===== config.mk =====
export PLATFORM = sky130hd
export DESIGN_NAME = swcfg_decoder
export DESIGN_NICKNAME = d
export VERILOG_FILES = /design/src/rtl/swcfg_pkg.sv /design/src/rtl/swcfg_decoder.sv
export VERILOG_INCLUDE_DIRS = /design/src /design/src/rtl
export SDC_FILE = /design/constraint.sdc
export NUM_CORES = 1
export LEC_CHECK = 0
export BUFFER_PORTS_ARGS = -buffer_cell sky130_fd_sc_hd__buf_4
export CORE_MARGIN = 2
export CORE_UTILIZATION = 49
export DETAILED_ROUTE_END_ITERATION = 8
export GPL_TIMING_DRIVEN = 0
export HOLD_SLACK_MARGIN = 0.08
export PLACE_DENSITY_LB_ADDON = 0.15
export SETUP_SLACK_MARGIN = 0.2
export SLEW_MARGIN = 0
export SYNTH_ARGS = -nofsm -noshare
export SYNTH_HDL_FRONTEND = slang
export SYNTH_SLANG_ARGS = --single-unit

===== constraint.sdc =====
create_clock -name core_clk -period 2.2 [get_ports core_clk]
set_input_delay 0.33 -clock core_clk [delete_from_list [all_inputs] [get_ports core_clk]]
set_output_delay 0.33 -clock core_clk [all_outputs]
set_load 0.005 [all_outputs]

===== src/rtl/swcfg_defs.svh =====
// constants of the configuration switch decoder
`ifndef SWCFG_DEFS_SVH
`define SWCFG_DEFS_SVH

// ----------------------------------------------------------------
// register byte offsets
// ----------------------------------------------------------------
`define SWCFG_ADDR_STATUS 5'h00
`define SWCFG_ADDR_SWITCH 5'h04
`define SWCFG_ADDR_LSS_NODE 5'h08
`define SWCFG_ADDR_LSS_RATE 5'h0c
`define SWCFG_ADDR_OD_IOCFG 5'h10

// ----------------------------------------------------------------
// decode values
// ----------------------------------------------------------------
`define SWCFG_NODE_BASE 7'h40
`define SWCFG_NODE_RSVD4 4'hf
`define SWCFG_NODE_RSVD6 6'h3f
`define SWCFG_NODE_MIN 7'h01
`define SWCFG_IO_DEF4 3'h0
`define SWCFG_IO_DEF6 3'h1
`define SWCFG_IO_MAX 3'h6
`define SWCFG_RATE_MAX 4'h8
`define SWCFG_RATE_1000 4'h0
`define SWCFG_RATE_500 4'h2
`define SWCFG_RATE_125 4'h4
`define SWCFG_RATE_20 4'h7

// ----------------------------------------------------------------
// switch sampling
// ----------------------------------------------------------------
`define SWCFG_SYNC_WAIT 2'h2

`endif


===== src/rtl/swcfg_pkg.sv =====
// types of the configuration switch decoder
package swcfg_pkg;

  typedef enum logic [1:0] {SWCFG_SYNC, SWCFG_LOAD, SWCFG_RUN} swcfg_state_t;

  // network overrides, also the image kept in non-volatile storage
  typedef struct packed {
    logic node_set;
    logic [6:0] node;
    logic rate_set;
    logic [3:0] rate;
    logic io_set;
    logic [2:0] io;
  } swcfg_ovr_t;

endpackage


===== src/rtl/swcfg_decoder.sv =====
// switch bank decoder with network overrides and register slave
//
// How it works
// switch on reads one, off reads zero
// four-bit node id is 0x40 plus offset
// four-bit offset 0xf restores factory defaults
// six-bit node id uses switches 6,7 high
// six-bit setting giving 0x7f restores factory defaults
// layer-set node id 1..127 overrides switches
// layer-set node id change resets dictionary
// two rate switches pick 20/125/500/1000
// layer-set rate index 0..8 overrides switches
// four-bit variant io config from switches 6,7
// six-bit variant io starts at config 1
// dictionary io write overrides switch selection
// dictionary io change resets dictionary
// standard 11-bit identifiers only
// sample switches once after reset, then hold
// overrides kept in non-volatile image
//
// The Avalon-MM interface to the registers and the register addresses were left to the implementer.
`include "swcfg_defs.svh"

module swcfg_decoder (
  input wire logic core_clk,
  input wire logic rst,
  input wire logic [7:0] config_switch_bank,
  input wire logic variant_six_bit,
  input wire swcfg_pkg::swcfg_ovr_t nv_image_in,
  output swcfg_pkg::swcfg_ovr_t nv_image,
  output logic nv_store,
  output logic [6:0] node_id,
  output logic [3:0] rate_idx,
  output logic [2:0] iocfg,
  output logic cfg_valid,
  output logic factory_reset,
  output logic od_reset,
  output logic std_id_only,
  input wire logic [4:0] avs_address,
  input wire logic avs_read,
  input wire logic avs_write,
  input wire logic [31:0] avs_writedata,
  output logic [31:0] avs_readdata,
  output logic avs_waitrequest
);
  import swcfg_pkg::*;

  // ----------------------------------------------------------------
  // pin synchronisers
  // ----------------------------------------------------------------
  logic [7:0] sw_meta_r, sw_sync_r;
  logic var_meta_r, var_sync_r;

  // no reset: pin levels settle through the chain while rst is held
  always_ff @(posedge core_clk)
  begin
    sw_meta_r <= config_switch_bank;
    sw_sync_r <= sw_meta_r;
    var_meta_r <= variant_six_bit;
    var_sync_r <= var_meta_r;
  end

  // ----------------------------------------------------------------
  // state
  // ----------------------------------------------------------------
  swcfg_state_t state_r, state_nxt;
  logic [1:0] cnt_r, cnt_nxt;
  logic [7:0] hold_r, hold_nxt;
  logic six_r, six_nxt;
  logic fdone_r, fdone_nxt;
  swcfg_ovr_t ovr_r, ovr_nxt;
  logic factory_r, factory_nxt;
  logic odrst_r, odrst_nxt;
  logic store_r, store_nxt;
  logic [6:0] node_r, node_nxt;
  logic [3:0] rate_r, rate_nxt;
  logic [2:0] io_r, io_nxt;
  logic valid_r, valid_nxt;
  logic stdid_r;
  logic wait_r, wait_nxt;
  logic [31:0] rdata_r, rdata_nxt;

  logic wr_ok, rsvd_sw, node_wr_ok, rate_wr_ok, io_wr_ok;
  logic [6:0] sw_node;
  logic [3:0] sw_rate;

  // a write lands only on the edge that ends the bus wait
  assign wr_ok = avs_write && !wait_r;
  assign node_wr_ok = wr_ok && avs_address == `SWCFG_ADDR_LSS_NODE &&
                      avs_writedata[31:7] == 25'h0 &&
                      avs_writedata[6:0] >= `SWCFG_NODE_MIN;
  assign rate_wr_ok = wr_ok && avs_address == `SWCFG_ADDR_LSS_RATE &&
                      avs_writedata[31:4] == 28'h0 &&
                      avs_writedata[3:0] <= `SWCFG_RATE_MAX;
  assign io_wr_ok = wr_ok && avs_address == `SWCFG_ADDR_OD_IOCFG &&
                    avs_writedata[31:3] == 29'h0 &&
                    avs_writedata[2:0] <= `SWCFG_IO_MAX;

  // closed switch is a one, so the synced level is used as is
  assign rsvd_sw = var_sync_r ?
    {sw_sync_r[7:6], sw_sync_r[3:0]} == `SWCFG_NODE_RSVD6 :
    sw_sync_r[3:0] == `SWCFG_NODE_RSVD4;

  assign sw_node = six_r ?
    `SWCFG_NODE_BASE + {1'b0, hold_r[7:6], hold_r[3:0]} :
    `SWCFG_NODE_BASE + {3'h0, hold_r[3:0]};

  always_comb
  begin
    case (hold_r[5:4])
      2'b01: sw_rate = `SWCFG_RATE_20;
      2'b00: sw_rate = `SWCFG_RATE_125;
      2'b10: sw_rate = `SWCFG_RATE_500;
      default: sw_rate = `SWCFG_RATE_1000;
    endcase
  end

  // ----------------------------------------------------------------
  // sampling, overrides and decoded outputs
  // ----------------------------------------------------------------
  always_comb
  begin
    state_nxt = state_r;
    cnt_nxt = cnt_r;
    hold_nxt = hold_r;
    six_nxt = six_r;
    fdone_nxt = fdone_r;
    ovr_nxt = ovr_r;
    factory_nxt = 1'b0;
    odrst_nxt = 1'b0;
    store_nxt = 1'b0;
    case (state_r)
      SWCFG_SYNC:
      begin
        // wait until the synchroniser holds post-reset levels
        if (cnt_r == `SWCFG_SYNC_WAIT)
          state_nxt = SWCFG_LOAD;
        else
          cnt_nxt = cnt_r + 2'h1;
      end
      SWCFG_LOAD:
      begin
        hold_nxt = sw_sync_r;
        six_nxt = var_sync_r;
        ovr_nxt = nv_image_in;
        state_nxt = SWCFG_RUN;
        if (rsvd_sw)
        begin
          // factory default also wipes the stored overrides
          factory_nxt = 1'b1;
          fdone_nxt = 1'b1;
          ovr_nxt = '0;
          store_nxt = 1'b1;
        end
      end
      default:
      begin
        if (node_wr_ok)
        begin
          ovr_nxt.node_set = 1'b1;
          ovr_nxt.node = avs_writedata[6:0];
          odrst_nxt = 1'b1;
          store_nxt = 1'b1;
        end
        if (rate_wr_ok)
        begin
          ovr_nxt.rate_set = 1'b1;
          ovr_nxt.rate = avs_writedata[3:0];
          store_nxt = 1'b1;
        end
        if (io_wr_ok)
        begin
          ovr_nxt.io_set = 1'b1;
          ovr_nxt.io = avs_writedata[2:0];
          odrst_nxt = 1'b1;
          store_nxt = 1'b1;
        end
      end
    endcase
  end

  always_comb
  begin
    node_nxt = node_r;
    rate_nxt = rate_r;
    io_nxt = io_r;
    valid_nxt = state_r == SWCFG_RUN;
    if (state_r == SWCFG_RUN)
    begin
      if (ovr_r.node_set)
        node_nxt = ovr_r.node;
      else if (fdone_r)
        node_nxt = `SWCFG_NODE_BASE;
      else
        node_nxt = sw_node;
      rate_nxt = ovr_r.rate_set ? ovr_r.rate : sw_rate;
      if (ovr_r.io_set)
        io_nxt = ovr_r.io;
      else if (six_r)
        io_nxt = `SWCFG_IO_DEF6;
      else
        io_nxt = {1'b0, hold_r[7:6]};
    end
  end

  always_ff @(posedge core_clk)
  begin
    if (rst)
    begin
      state_r <= SWCFG_SYNC;
      cnt_r <= 2'h0;
      hold_r <= 8'h00;
      six_r <= 1'b0;
      fdone_r <= 1'b0;
      ovr_r <= '0;
      factory_r <= 1'b0;
      odrst_r <= 1'b0;
      store_r <= 1'b0;
      node_r <= `SWCFG_NODE_BASE;
      rate_r <= `SWCFG_RATE_125;
      io_r <= `SWCFG_IO_DEF4;
      valid_r <= 1'b0;
      stdid_r <= 1'b1;
    end
    else
    begin
      state_r <= state_nxt;
      cnt_r <= cnt_nxt;
      hold_r <= hold_nxt;
      six_r <= six_nxt;
      fdone_r <= fdone_nxt;
      ovr_r <= ovr_nxt;
      factory_r <= factory_nxt;
      odrst_r <= odrst_nxt;
      store_r <= store_nxt;
      node_r <= node_nxt;
      rate_r <= rate_nxt;
      io_r <= io_nxt;
      valid_r <= valid_nxt;
      stdid_r <= 1'b1;
    end
  end

  // ----------------------------------------------------------------
  // register slave
  // ----------------------------------------------------------------
  // held in wait until the switches are sampled, so no write is lost
  always_comb
  begin
    wait_nxt = 1'b1;
    rdata_nxt = rdata_r;
    if (state_r == SWCFG_RUN && wait_r && (avs_read || avs_write))
    begin
      wait_nxt = 1'b0;
      if (avs_read)
      begin
        if (avs_address == `SWCFG_ADDR_STATUS)
          rdata_nxt = {10'h0, valid_r, fdone_r, six_r, ovr_r.io_set,
                       ovr_r.rate_set, ovr_r.node_set, 1'b0, io_r,
                       rate_r, 1'b0, node_r};
        else if (avs_address == `SWCFG_ADDR_SWITCH)
          rdata_nxt = {24'h0, hold_r};
        else if (avs_address == `SWCFG_ADDR_LSS_NODE)
          rdata_nxt = {25'h0, ovr_r.node};
        else if (avs_address == `SWCFG_ADDR_LSS_RATE)
          rdata_nxt = {28'h0, ovr_r.rate};
        else if (avs_address == `SWCFG_ADDR_OD_IOCFG)
          rdata_nxt = {29'h0, ovr_r.io};
        else
          rdata_nxt = 32'h0;
      end
    end
  end

  always_ff @(posedge core_clk)
  begin
    if (rst)
    begin
      wait_r <= 1'b1;
      rdata_r <= 32'h0;
    end
    else
    begin
      wait_r <= wait_nxt;
      rdata_r <= rdata_nxt;
    end
  end

  assign nv_image = ovr_r;
  assign nv_store = store_r;
  assign node_id = node_r;
  assign rate_idx = rate_r;
  assign iocfg = io_r;
  assign cfg_valid = valid_r;
  assign factory_reset = factory_r;
  assign od_reset = odrst_r;
  assign std_id_only = stdid_r;
  assign avs_readdata = rdata_r;
  assign avs_waitrequest = wait_r;

  // ----------------------------------------------------------------
  // checks
  // ----------------------------------------------------------------
  property p_node4;
    @(posedge core_clk) disable iff (rst)
    state_r == SWCFG_RUN && !six_r && !ovr_r.node_set && !fdone_r
      |=> node_r == 7'h40 + {3'h0, $past(hold_r[3:0])};
  endproperty
  a_node4: assert property (p_node4) else $error("node id 4-bit");
  property p_rsvd4;
    @(posedge core_clk) disable iff (rst)
    state_r == SWCFG_LOAD && !var_sync_r && sw_sync_r[3:0] == 4'hf
      |=> factory_r && ovr_r == '0 ##1 !factory_r;
  endproperty
  a_rsvd4: assert property (p_rsvd4) else $error("no factory reset");
  property p_node6;
    @(posedge core_clk) disable iff (rst)
    state_r == SWCFG_RUN && six_r && !ovr_r.node_set && !fdone_r
      |=> node_r == 7'h40 + {1'b0, hold_r[7:6], hold_r[3:0]};
  endproperty
  a_node6: assert property (p_node6) else $error("node id 6-bit");
  property p_rsvd6;
    @(posedge core_clk) disable iff (rst)
    state_r == SWCFG_LOAD && var_sync_r &&
      sw_sync_r[7:6] == 2'b11 && sw_sync_r[3:0] == 4'hf |=> factory_r;
  endproperty
  a_rsvd6: assert property (p_rsvd6) else $error("no factory reset");
  property p_lss_node;
    @(posedge core_clk) disable iff (rst)
    node_wr_ok |=> odrst_r && store_r ##1
      node_r == $past(avs_writedata[6:0], 2);
  endproperty
  a_lss_node: assert property (p_lss_node) else $error("node ovr");
  property p_rate_sw;
    @(posedge core_clk) disable iff (rst)
    state_r == SWCFG_RUN && !ovr_r.rate_set && hold_r[5:4] == 2'b01
      |=> rate_r == 4'h7;
  endproperty
  a_rate_sw: assert property (p_rate_sw) else $error("20k rate");
  property p_lss_rate;
    @(posedge core_clk) disable iff (rst)
    rate_wr_ok |-> ##2 rate_r == $past(avs_writedata[3:0], 2);
  endproperty
  a_lss_rate: assert property (p_lss_rate) else $error("rate ovr");
  property p_io4;
    @(posedge core_clk) disable iff (rst)
    state_r == SWCFG_RUN && !six_r && !ovr_r.io_set
      |=> io_r == {1'b0, $past(hold_r[7:6])};
  endproperty
  a_io4: assert property (p_io4) else $error("io from switches");
  property p_io6;
    @(posedge core_clk) disable iff (rst)
    state_r == SWCFG_RUN && six_r && !ovr_r.io_set |=> io_r == 3'h1;
  endproperty
  a_io6: assert property (p_io6) else $error("io default 1");
  property p_od_io;
    @(posedge core_clk) disable iff (rst)
    io_wr_ok |=> odrst_r ##1 io_r == $past(avs_writedata[2:0], 2);
  endproperty
  a_od_io: assert property (p_od_io) else $error("io ovr");
  property p_hold;
    @(posedge core_clk) disable iff (rst)
    state_r == SWCFG_RUN |=> state_r == SWCFG_RUN && $stable(hold_r);
  endproperty
  a_hold: assert property (p_hold) else $error("switch sample moved");
  property p_stdid;
    @(posedge core_clk) disable iff (rst)
    valid_r |-> stdid_r;
  endproperty
  a_stdid: assert property (p_stdid) else $error("ext ids");
endmodule


### Yosys cells after proc, flatten, opt, wreduce, memory -nomap -nowiden

Index checks and enable logic that the tools add are counted.
W data, S select, Z words.

* output and inout bits: 69
* bits of input ports: 67
* register bits: 100
* logic and storage cells: 105

* eq/ne operators: 12
* add/sub/neg operators: 3
* multiplexer cells: 27
* magnitude comparators: 3
* bitwise logic cells: 3
* reductions and logical operators: 33

Operator list (count)
* $pmux W17 S2: 1
* $logic_not A29 Y1: 1
* $logic_not A28 Y1: 1
* $mux W7: 4
* $logic_not A25 Y1: 1
* $mux W22: 1
* $mux W17: 1
* $mux W8: 2
* $reduce_and A2 Y1: 7
* $logic_and A1 B1 Y1: 12
* $mux W4: 3
* $eq A5 B4 Y1 const B: 2
* $pmux W3 S3: 1
* $reduce_bool A2 Y1: 4
* $add A7 B4 Y7 const A: 1
* $add A7 B6 Y7 const A: 1
* $ge A7 B1 Y1 const B: 1
* $mux W1: 7
* $eq A2 B2 Y1 const B: 3
* $eq A6 B6 Y1 const B: 1
* $mux W3: 2
* $eq A5 B3 Y1 const B: 1
* $eq A5 B5 Y1 const B: 1
* $logic_not A5 Y1: 1
* other kinds (16): 21

### Depth between registers and ports, before layout

Gate-level depths: netlist (run 1).

* depth in word-level cells: 9
* depth in mapped cells: 7
* depth with buffers taken out: 7

### Least setup slack after synthesis (run 1)

Ideal clock, no wire load.

* kind: input port to flip-flop
* start: input avs_writedata[16]
* end: register ovr_r (netlist bit nv_image[4])
* stages: 5
* data required time: 2072 ps
* setup time: 128 ps
* path buffers: 0
* slack: 371 ps
* data arrival time: 1702 ps
* path through: nor4_1 > nand4_2 > o41ai_4 > mux2i_1 > nor2_1

* longest elaborated chain between the ends: 5

Ends and longest elaborated chain
* start, declared: RTL line swcfg_decoder.sv:42 `input wire logic [31:0] avs_writedata,`
* $logic_not A28 Y1: RTL line swcfg_decoder.sv:93 `avs_writedata[31:4] == 28'h0 &&`
* $logic_and A1 B1 Y1: RTL line swcfg_decoder.sv:92 `` assign rate_wr_ok = wr_ok && avs_address == `SWCFG_ADDR_LSS_RATE && ``
* $logic_and A1 B1 Y1 (no source line)
* $reduce_bool A2 Y1 (no source line)
* $reduce_and A2 Y1 (no source line)
* end signal, assigned: RTL line swcfg_decoder.sv:232 `ovr_r <= ovr_nxt;`
* end, declared: RTL line swcfg_decoder.sv:71 `swcfg_ovr_t ovr_r, ovr_nxt;`

No other way between the ends.
A chain may end at the register's enable or synchronous reset.

### Worst setup path after layout (run 1)

* start: register state_r[1]
* end: register ovr_r (netlist bit nv_image[2])

* longest elaborated chain between the ends: 3
* elaborated cells between the ends (all ways): 6
* those cells by class: 1 x eq/ne; 1 x mux; 1 x bitwise; 3 x reduce/logical

Ends and longest elaborated chain
* start, declared: RTL line swcfg_decoder.sv:66 `swcfg_state_t state_r, state_nxt;`
* start signal, assigned: RTL line swcfg_decoder.sv:227 `state_r <= state_nxt;`
* $eq A2 B1 Y1 or $logic_not A2 Y1 (tied branches): RTL line swcfg_decoder.sv:132 `case (state_r)`
* $reduce_bool A2 Y1 (no source line) or $not A1 Y1 (tied branches)
* $reduce_and A2 Y1 (no source line)

Several ways; a longest one is shown, not always the timed one.

==> results of run 1 <==
## power groups by stage
stage | clock (mW) | sequential (mW) | combinational (mW)
CTS | 1.21 | 1.89 | 0.893
global route | 1.27 | 1.91 | 1.00
finish | 1.20 | 1.90 | 0.907
floorplan | 0 | 1.88 | 0.517
global placement | 0 | 1.92 | 0.843
detailed placement | 0 | 1.93 | 0.861
## flip-flops by register name, indices dropped and copies added (netlist names), 2 cells and up
name	flops
avs_readdata	21
cnt_r	2
hold_r	8
iocfg	3
node_id	7
nv_image	17
rate_idx	4
state_r	2
sw_meta_r	8
sw_sync_r	8
## worst paths after layout
path,cells past startpoint,startpoint,slack [ns],to
max,6,state_r[1],0.32,nv_image[2]
min reg2reg,0,sw_meta_r[7],0.33,sw_sync_r[7]
max reg2reg,6,state_r[1],0.32,nv_image[2]
min,2,avs_write,0.19,avs_waitrequest
## critical path, delay by kind of cell (launching register included)
family,cells,cell delay [ns]
and+or+nand+nor,3,0.89
DFF,1,0.42
AOI/OAI and AO/OA,2,0.33
buffers and inverters,1,0.17
## metrics by stage
stage | std cells | cell area [sq um] | hold slack (ns)
after floorplan | 427 | 3760 | 0.310
after global placement | 647 | 4790 | 0.310
after detailed placement | 647 | 4790 | 0.314
after CTS | 673 | 5110 | 0.186
after global routing | 673 | 5130 | 0.192
final | 673 | 5130 | 0.193
## repair_timing
action                                  4_1_cts  5_1_grt
pin swaps                                     2        0
hold buffers                                  9        0
endpoints found under the hold margin         9        0
resized for setup                             2       10
buffers inserted                              1        0
endpoints found under the setup margin       18       31
## synthesized netlist by cell type (all sizes together)
library cell,n
buf,18
a21o,3
a2111oi,1
o21ai,9
xnor2,1
nand4,5
ha,3
or4,1
o31ai,1
a211o,1
a22oi,7
o21bai,1
and2,1
nand3,22
mux4,1
nand2,49
a22o,8
and3,1
o21a,1
nor3,15
a221oi,8
clkbuf,22
or2,1
o41ai,1
dfxtp,89
inv,3
nor2,46
a21oi,39
a21boi,1
conb,2
a211oi,9
nor3b,1
nand2b,6
o211ai,3
mux2i,16
nor4,8
and4bb,1
a32oi,3
o311ai,1
nor2b,3
nor4bb,2
or3,3
## routing by layer
| metal | global-route usage [%] | vias to the layer above | part of all wire (%) |
|---|---|---|---|
| met3 | 5.31 | 27 | 7.8 |
| li1 | - | 1774 | - |
| met5 | 0 | - | 0 |
| met2 | 45.1 | 175 | 48 |
| met1 | 32.7 | 1726 | 42 |
| met4 | 9.72 | 0 | 2.2 |
## cell families (layout without fill, tap and decap cells)
family | count (synthesis) | after routing | synth area share (%)
adder cells (fa/ha/maj) | 3 | 3 | 1.01
multiplexers | 17 | 17 | 4.91
AO/OA/AOI/OAI | 97 | 97 | 18.4
XOR/XNOR | 1 | 1 | 0.235
buffers and inverters | 43 | 190 | 5.92
AND/OR/NAND/NOR | 165 | 165 | 21.5
other | 2 | 12 | 0.202
flip-flops | 89 | 89 | 47.9
## layout make-up
| cell class | count | area share, % |
|---|---|---|
| Sequential cell | 89 | 34.7 |
| Multi-Input combinational cell | 295 | 34.5 |
| Timing Repair Buffer | 131 | 19.8 |
| Buffer | 40 | 4.19 |
| Clock buffer | 11 | 2.56 |
| Tap cell | 99 | 2.41 |
| Clock inverter | 5 | 1.54 |
| Inverter | 3 | 0.219 |
==> metrics.cfg, run 1 <==
[synth]
postSynthRegisterBits=89
synth_area_sq_mm=0.00372
yosys_warnings=0
synth.avg_cell_area_sq_um=8.93
synth.largest_area_cell=dfxtp_1
yosys.area.top_type_share_pct=47.9
synth_seq_area_share_pct=47.9
ys_types=50
post_synth_main_area_contributors=dfxtp_1 48%, a21oi_1 5.2%, nand2_1 4.9%
post_synth_inst_count=417

[global_route]
maximum_number_of_pins_on_one_net_before_global_route_repair=15
grtUsageTotal_pct=26.3
grt.overflow.total=0
grt_antenna_before_repair=0
wire_length_of_the_first_global_routing_pass_microns=17300
number_of_global_route_vias_before_repair=3590

[layout]
layout_commonest_cell=buf_4
numnets_final=639
finished_core_util_pct=70.4
multiInputGateArea_sq_mm=0.00177
ff_latch_area_sq_mm=0.00178
syn2layout_area_growth_pct=37.9
drive_gt1_share_pct=30.0
antennaDiodeCount=0
mostFrequentLayoutCells=133 x buf_4, 88 x dfxtp_1, 49 x nand2_1, 46 x nor2_1, 39 x a21oi_1
fill_cell_count=577

[route]
drc=0
detail_route.vias_per_cell=5.50
routed-via-count=3702
drt-wirelength-per-cell_microns=16.4
wl_microns=11000
final_antenna_net_count=0
dr.first_iter.drc_count=302
number_of_iterations_in_the_first_detailed_routing_pass=5

[setup_path]
critical_path.cell_chain=and4bb_1 -> nand4_4 -> or3_1 -> buf_2 -> a21o_1 -> a21oi_1
timing.critical_path.to_type=flip-flop
worst-endpoint-required_ns=2.48
slowest_delay_ns=0.42
cp_data_arrival_time_ns=2.16
path_max_fanout=8
path_class=reg2reg
cp_slowest_cell=dfxtp_2
startpoint_type=flip-flop

[timing]
worst_pin_slew_ns=0.628
crit_path_time_final_ns=1.88
timing.final.setup_violations=0
clock-skew-final_ns=0.00735
maxSlewHeadroom_pct=58.1
grt_setup_unrepaired=false
maxSlewViolCount=0
final_hold_violations=0
fmax_mhz=531
worst_slack_ns=0.315
timing.setup.tns_ns=0
final.period_utilization_pct=85.7

[power_and_ir_drop]
power_switching_share_pct=29.1
finalPower_mw=4.00
leakagePower_nw=2.13
ir_drop_mv=0.490
combinationalPowerShare_pct=22.7
internal-power_mw=2.84
power_frac_clock_pct=30.0
power.sequential.fraction_pct=47.3
power.density_cell_area_mw_per_mm2=780
total_switching_power_mw=1.16

[run_status]
outcome=finished clean

[clock_network]
cts_tree=built
cts_root_buf=clkbuf_8
cts_buffer_depth=2
cts_buffers=9
clock-sinks=89
cts_max_level=3
clock_transition_at_the_registers_of_the_reported_paths_ns=0.08
clkLatencyLatePin_ns=0.35

[die]
boundaryPins=136
core_area_sq_mm=0.00729
row_count=31
initial_utilization_pct=51.0
die-area_sq_mm=0.00831
die_width_microns=91.2
die_height_microns=91.2

[placed_design]
numPortBuffers=121
globalplace.congestion=0.884
dpl_worst_slack_ns=0.0244
hpwlAfterDp_microns=8290

[job]
max_cap_violations=0

[worst_hold_path]
holdCritPathClass=in2reg

Note: power is estimated with default switching activity, not from simulation.
==> inputs of run 2 (changes only) <==
--- a/config.mk
+++ b/config.mk
@@ -8,7 +8,8 @@
 export LEC_CHECK = 0
 export BUFFER_PORTS_ARGS = -buffer_cell sky130_fd_sc_hd__buf_4
 export CORE_MARGIN = 2
-export CORE_UTILIZATION = 49
+export CORE_UTILIZATION = 51
+export CTS_BUF_LIST = sky130_fd_sc_hd__clkbuf_4
 export DETAILED_ROUTE_END_ITERATION = 8
 export GPL_TIMING_DRIVEN = 0
 export HOLD_SLACK_MARGIN = 0.08
==> metrics.cfg, run 2 (synthesis results as in run 1) <==
[run_status]
outcome=finished clean  ; unchanged

[setup_path]
cp_data_arrival_time_ns=2.27  ; was 2.16 ns
path_class=reg2reg  ; unchanged
startpoint_type=flip-flop  ; unchanged
timing.critical_path.to_type=flip-flop  ; unchanged
worst-endpoint-required_ns=2.59  ; was 2.48 ns
path_max_fanout=8  ; unchanged

[clock_network]
clock-sinks=89  ; unchanged
cts_buffers=9  ; unchanged
clock_transition_at_the_registers_of_the_reported_paths_ns=0.14  ; was 0.08 ns
clkLatencyLatePin_ns=0.46  ; was 0.35 ns
cts_buffer_depth=2  ; unchanged
cts_root_buf=clkbuf_4  ; was clkbuf_8
cts_max_level=3  ; unchanged
cts_tree=built  ; unchanged

[placed_design]
hpwlAfterDp_microns=8310  ; was 8290 microns
globalplace.congestion=0.896  ; was 0.884
numPortBuffers=121  ; unchanged

[timing]
grt_setup_unrepaired=false  ; unchanged
maxSlewHeadroom_pct=59.0  ; was 58.1%
final_hold_violations=0  ; unchanged
timing.final.setup_violations=0  ; unchanged
fmax_mhz=530  ; was 531 MHz
worst_pin_slew_ns=0.615  ; was 0.628 ns
clock-skew-final_ns=0.0169  ; was 0.00735 ns
final.period_utilization_pct=85.7  ; about the same
crit_path_time_final_ns=1.89  ; was 1.88 ns
timing.setup.tns_ns=0  ; unchanged
maxSlewViolCount=0  ; unchanged

[power_and_ir_drop]
ir_drop_mv=0.475  ; was 0.490 mV
power.sequential.fraction_pct=50.6  ; was 47.3%
internal-power_mw=2.56  ; was 2.84 mW
power.density_cell_area_mw_per_mm2=736  ; was 780 mW/mm^2
combinationalPowerShare_pct=24.2  ; was 22.7%
power_switching_share_pct=31.7  ; was 29.1%
leakagePower_nw=2.11  ; was 2.13 nW
total_switching_power_mw=1.18  ; was 1.16 mW
power_frac_clock_pct=25.2  ; was 30.0%

[worst_hold_path]
holdCritPathClass=in2reg  ; unchanged

[layout]
numnets_final=642  ; was 639
layout_commonest_cell=buf_4  ; unchanged
mostFrequentLayoutCells=135 x buf_4, 88 x dfxtp_1, 49 x nand2_1, 46 x nor2_1, 39 x a21oi_1  ; was 133 x buf_4, 88 x dfxtp_1, 49 x nand2_1, 46 x nor2_1, 39 x a21oi_1
drive_gt1_share_pct=30.2  ; was 30.0%
flip_flop_count_of_the_largest_register_after_layout=21  ; unchanged
fill_cell_count=579  ; was 577
finished_core_util_pct=70.9  ; was 70.4%
antennaDiodeCount=0  ; unchanged
syn2layout_area_growth_pct=36.6  ; was 37.9%

[die]
die-area_sq_mm=0.00800  ; was 0.00831 sq mm
die_height_microns=89.4  ; was 91.2 microns
boundaryPins=136  ; unchanged
core_area_sq_mm=0.00718  ; was 0.00729 sq mm
die_width_microns=89.4  ; was 91.2 microns
row_count=31  ; unchanged
initial_utilization_pct=51.9  ; was 51.0%

[global_route]
grt.overflow.total=0  ; unchanged
grtUsageTotal_pct=27.1  ; was 26.3%
maximum_number_of_pins_on_one_net_before_global_route_repair=17  ; was 15
grt_antenna_before_repair=0  ; unchanged
number_of_global_route_vias_before_repair=3311  ; was 3590
wire_length_of_the_first_global_routing_pass_microns=16000  ; was 17300 microns

[route]
wl_microns=11000  ; about the same
detail_route.vias_per_cell=5.51  ; was 5.50
routed-via-count=3722  ; was 3702
final_antenna_net_count=0  ; unchanged
drt-wirelength-per-cell_microns=16.2  ; was 16.4 microns
number_of_iterations_in_the_first_detailed_routing_pass=5  ; unchanged
drc=0  ; unchanged
dr.first_iter.drc_count=205  ; was 302

[job]
max_cap_violations=0  ; unchanged

-- run 2: cell count changes in the layout (fill, tap and decap cells not counted) --
cell	previous run	this run
clkbuf_4	0	9
clkinv_2	2	0
inv_8	0	1
clkinv_4	0	2
clkbuf_1	19	17
clkinv_1	0	1
buf_12	1	0
clkinvlp_4	0	1
dlygate4sd3_1	9	11
clkbuf_8	9	0
bufinv_16	2	1
buf_4	133	135
-- run 2: final timing paths --
| kind | start | end | slack (ns) | cells after the start |
|---|---|---|---|---|
| setup reg to reg | state_r[1] | nv_image[2] | 0.31 | 6 |
| hold reg to reg | sw_meta_r[7] | sw_sync_r[7] | 0.34 | 0 |
| hold / removal | nv_image_in[3] | nv_image[3] | 0.20 | 3 |
| setup / recovery | state_r[1] | nv_image[2] | 0.31 | 6 |
-- run 2: cell type report --
| class | count | area (sq um) | share of cell area, % |
|---|---|---|---|
| Tap cell | 99 | 124 | 2.44 |
| Timing Repair Buffer | 134 | 1030 | 20.3 |
| Multi-Input combinational cell | 295 | 1770 | 34.8 |
| Buffer | 40 | 215 | 4.23 |
| Inverter | 3 | 11.3 | 0.221 |
| Sequential cell | 89 | 1780 | 35.1 |
| Clock buffer | 9 | 67.6 | 1.33 |
| Clock inverter | 7 | 78.8 | 1.55 |
-- run 2: timing repair --
item | 4_1_cts | 5_1_grt
hold buffers | 11 | 0
endpoints found under the setup margin | 15 | 37
pin swaps | 1 | 1
gates resized for setup | 2 | 10
buffers inserted | 0 | 2
endpoints found under the hold margin | 10 | 0
-- run 2: worst max-delay path, cell delays in order (launching register included) --
cell	delay (ns)
dfxtp_2	0.44
and4bb_1	0.26
nand4_4	0.20
or3_1	0.44
buf_2	0.17
a21o_1	0.19
a21oi_1	0.13
-- run 2: per-stage QoR --
step / cell area [sq um] / power (mW) / setup slack (ns) / std cells / hold WS (ns)
3_5_place_dp: 4790 / 2.79 / 0.0149 / 647 / 0.314
6_report: 5080 / 3.74 / 0.314 / 676 / 0.202
3_3_place_gp: 4790 / 2.76 / 0.0309 / 647 / 0.310
2_1_floorplan: 3760 / 2.40 / 0.371 / 427 / 0.310
4_1_cts: 5050 / 3.73 / 0.250 / 674 / 0.186
5_1_grt: 5080 / 3.92 / 0.230 / 676 / 0.206
-- run 2: power by group through the flow --
stage               Clock, mW  Sequential, mW  Combinational, mW
finish                  0.941            1.89              0.905
global route             1.01            1.91               1.00
CTS                     0.954            1.89              0.884
detailed placement          0            1.93              0.864
global placement            0            1.92              0.839
floorplan                   0            1.88              0.517
-- run 2: routing by layer --
layer,vias to the layer above,track usage (%),part of all wire [%]
met3,27,4.34,7.1
met5,-,0,0
met1,1753,33.8,41
li1,1773,-,-
met4,0,13.4,3.2
met2,169,45.5,48
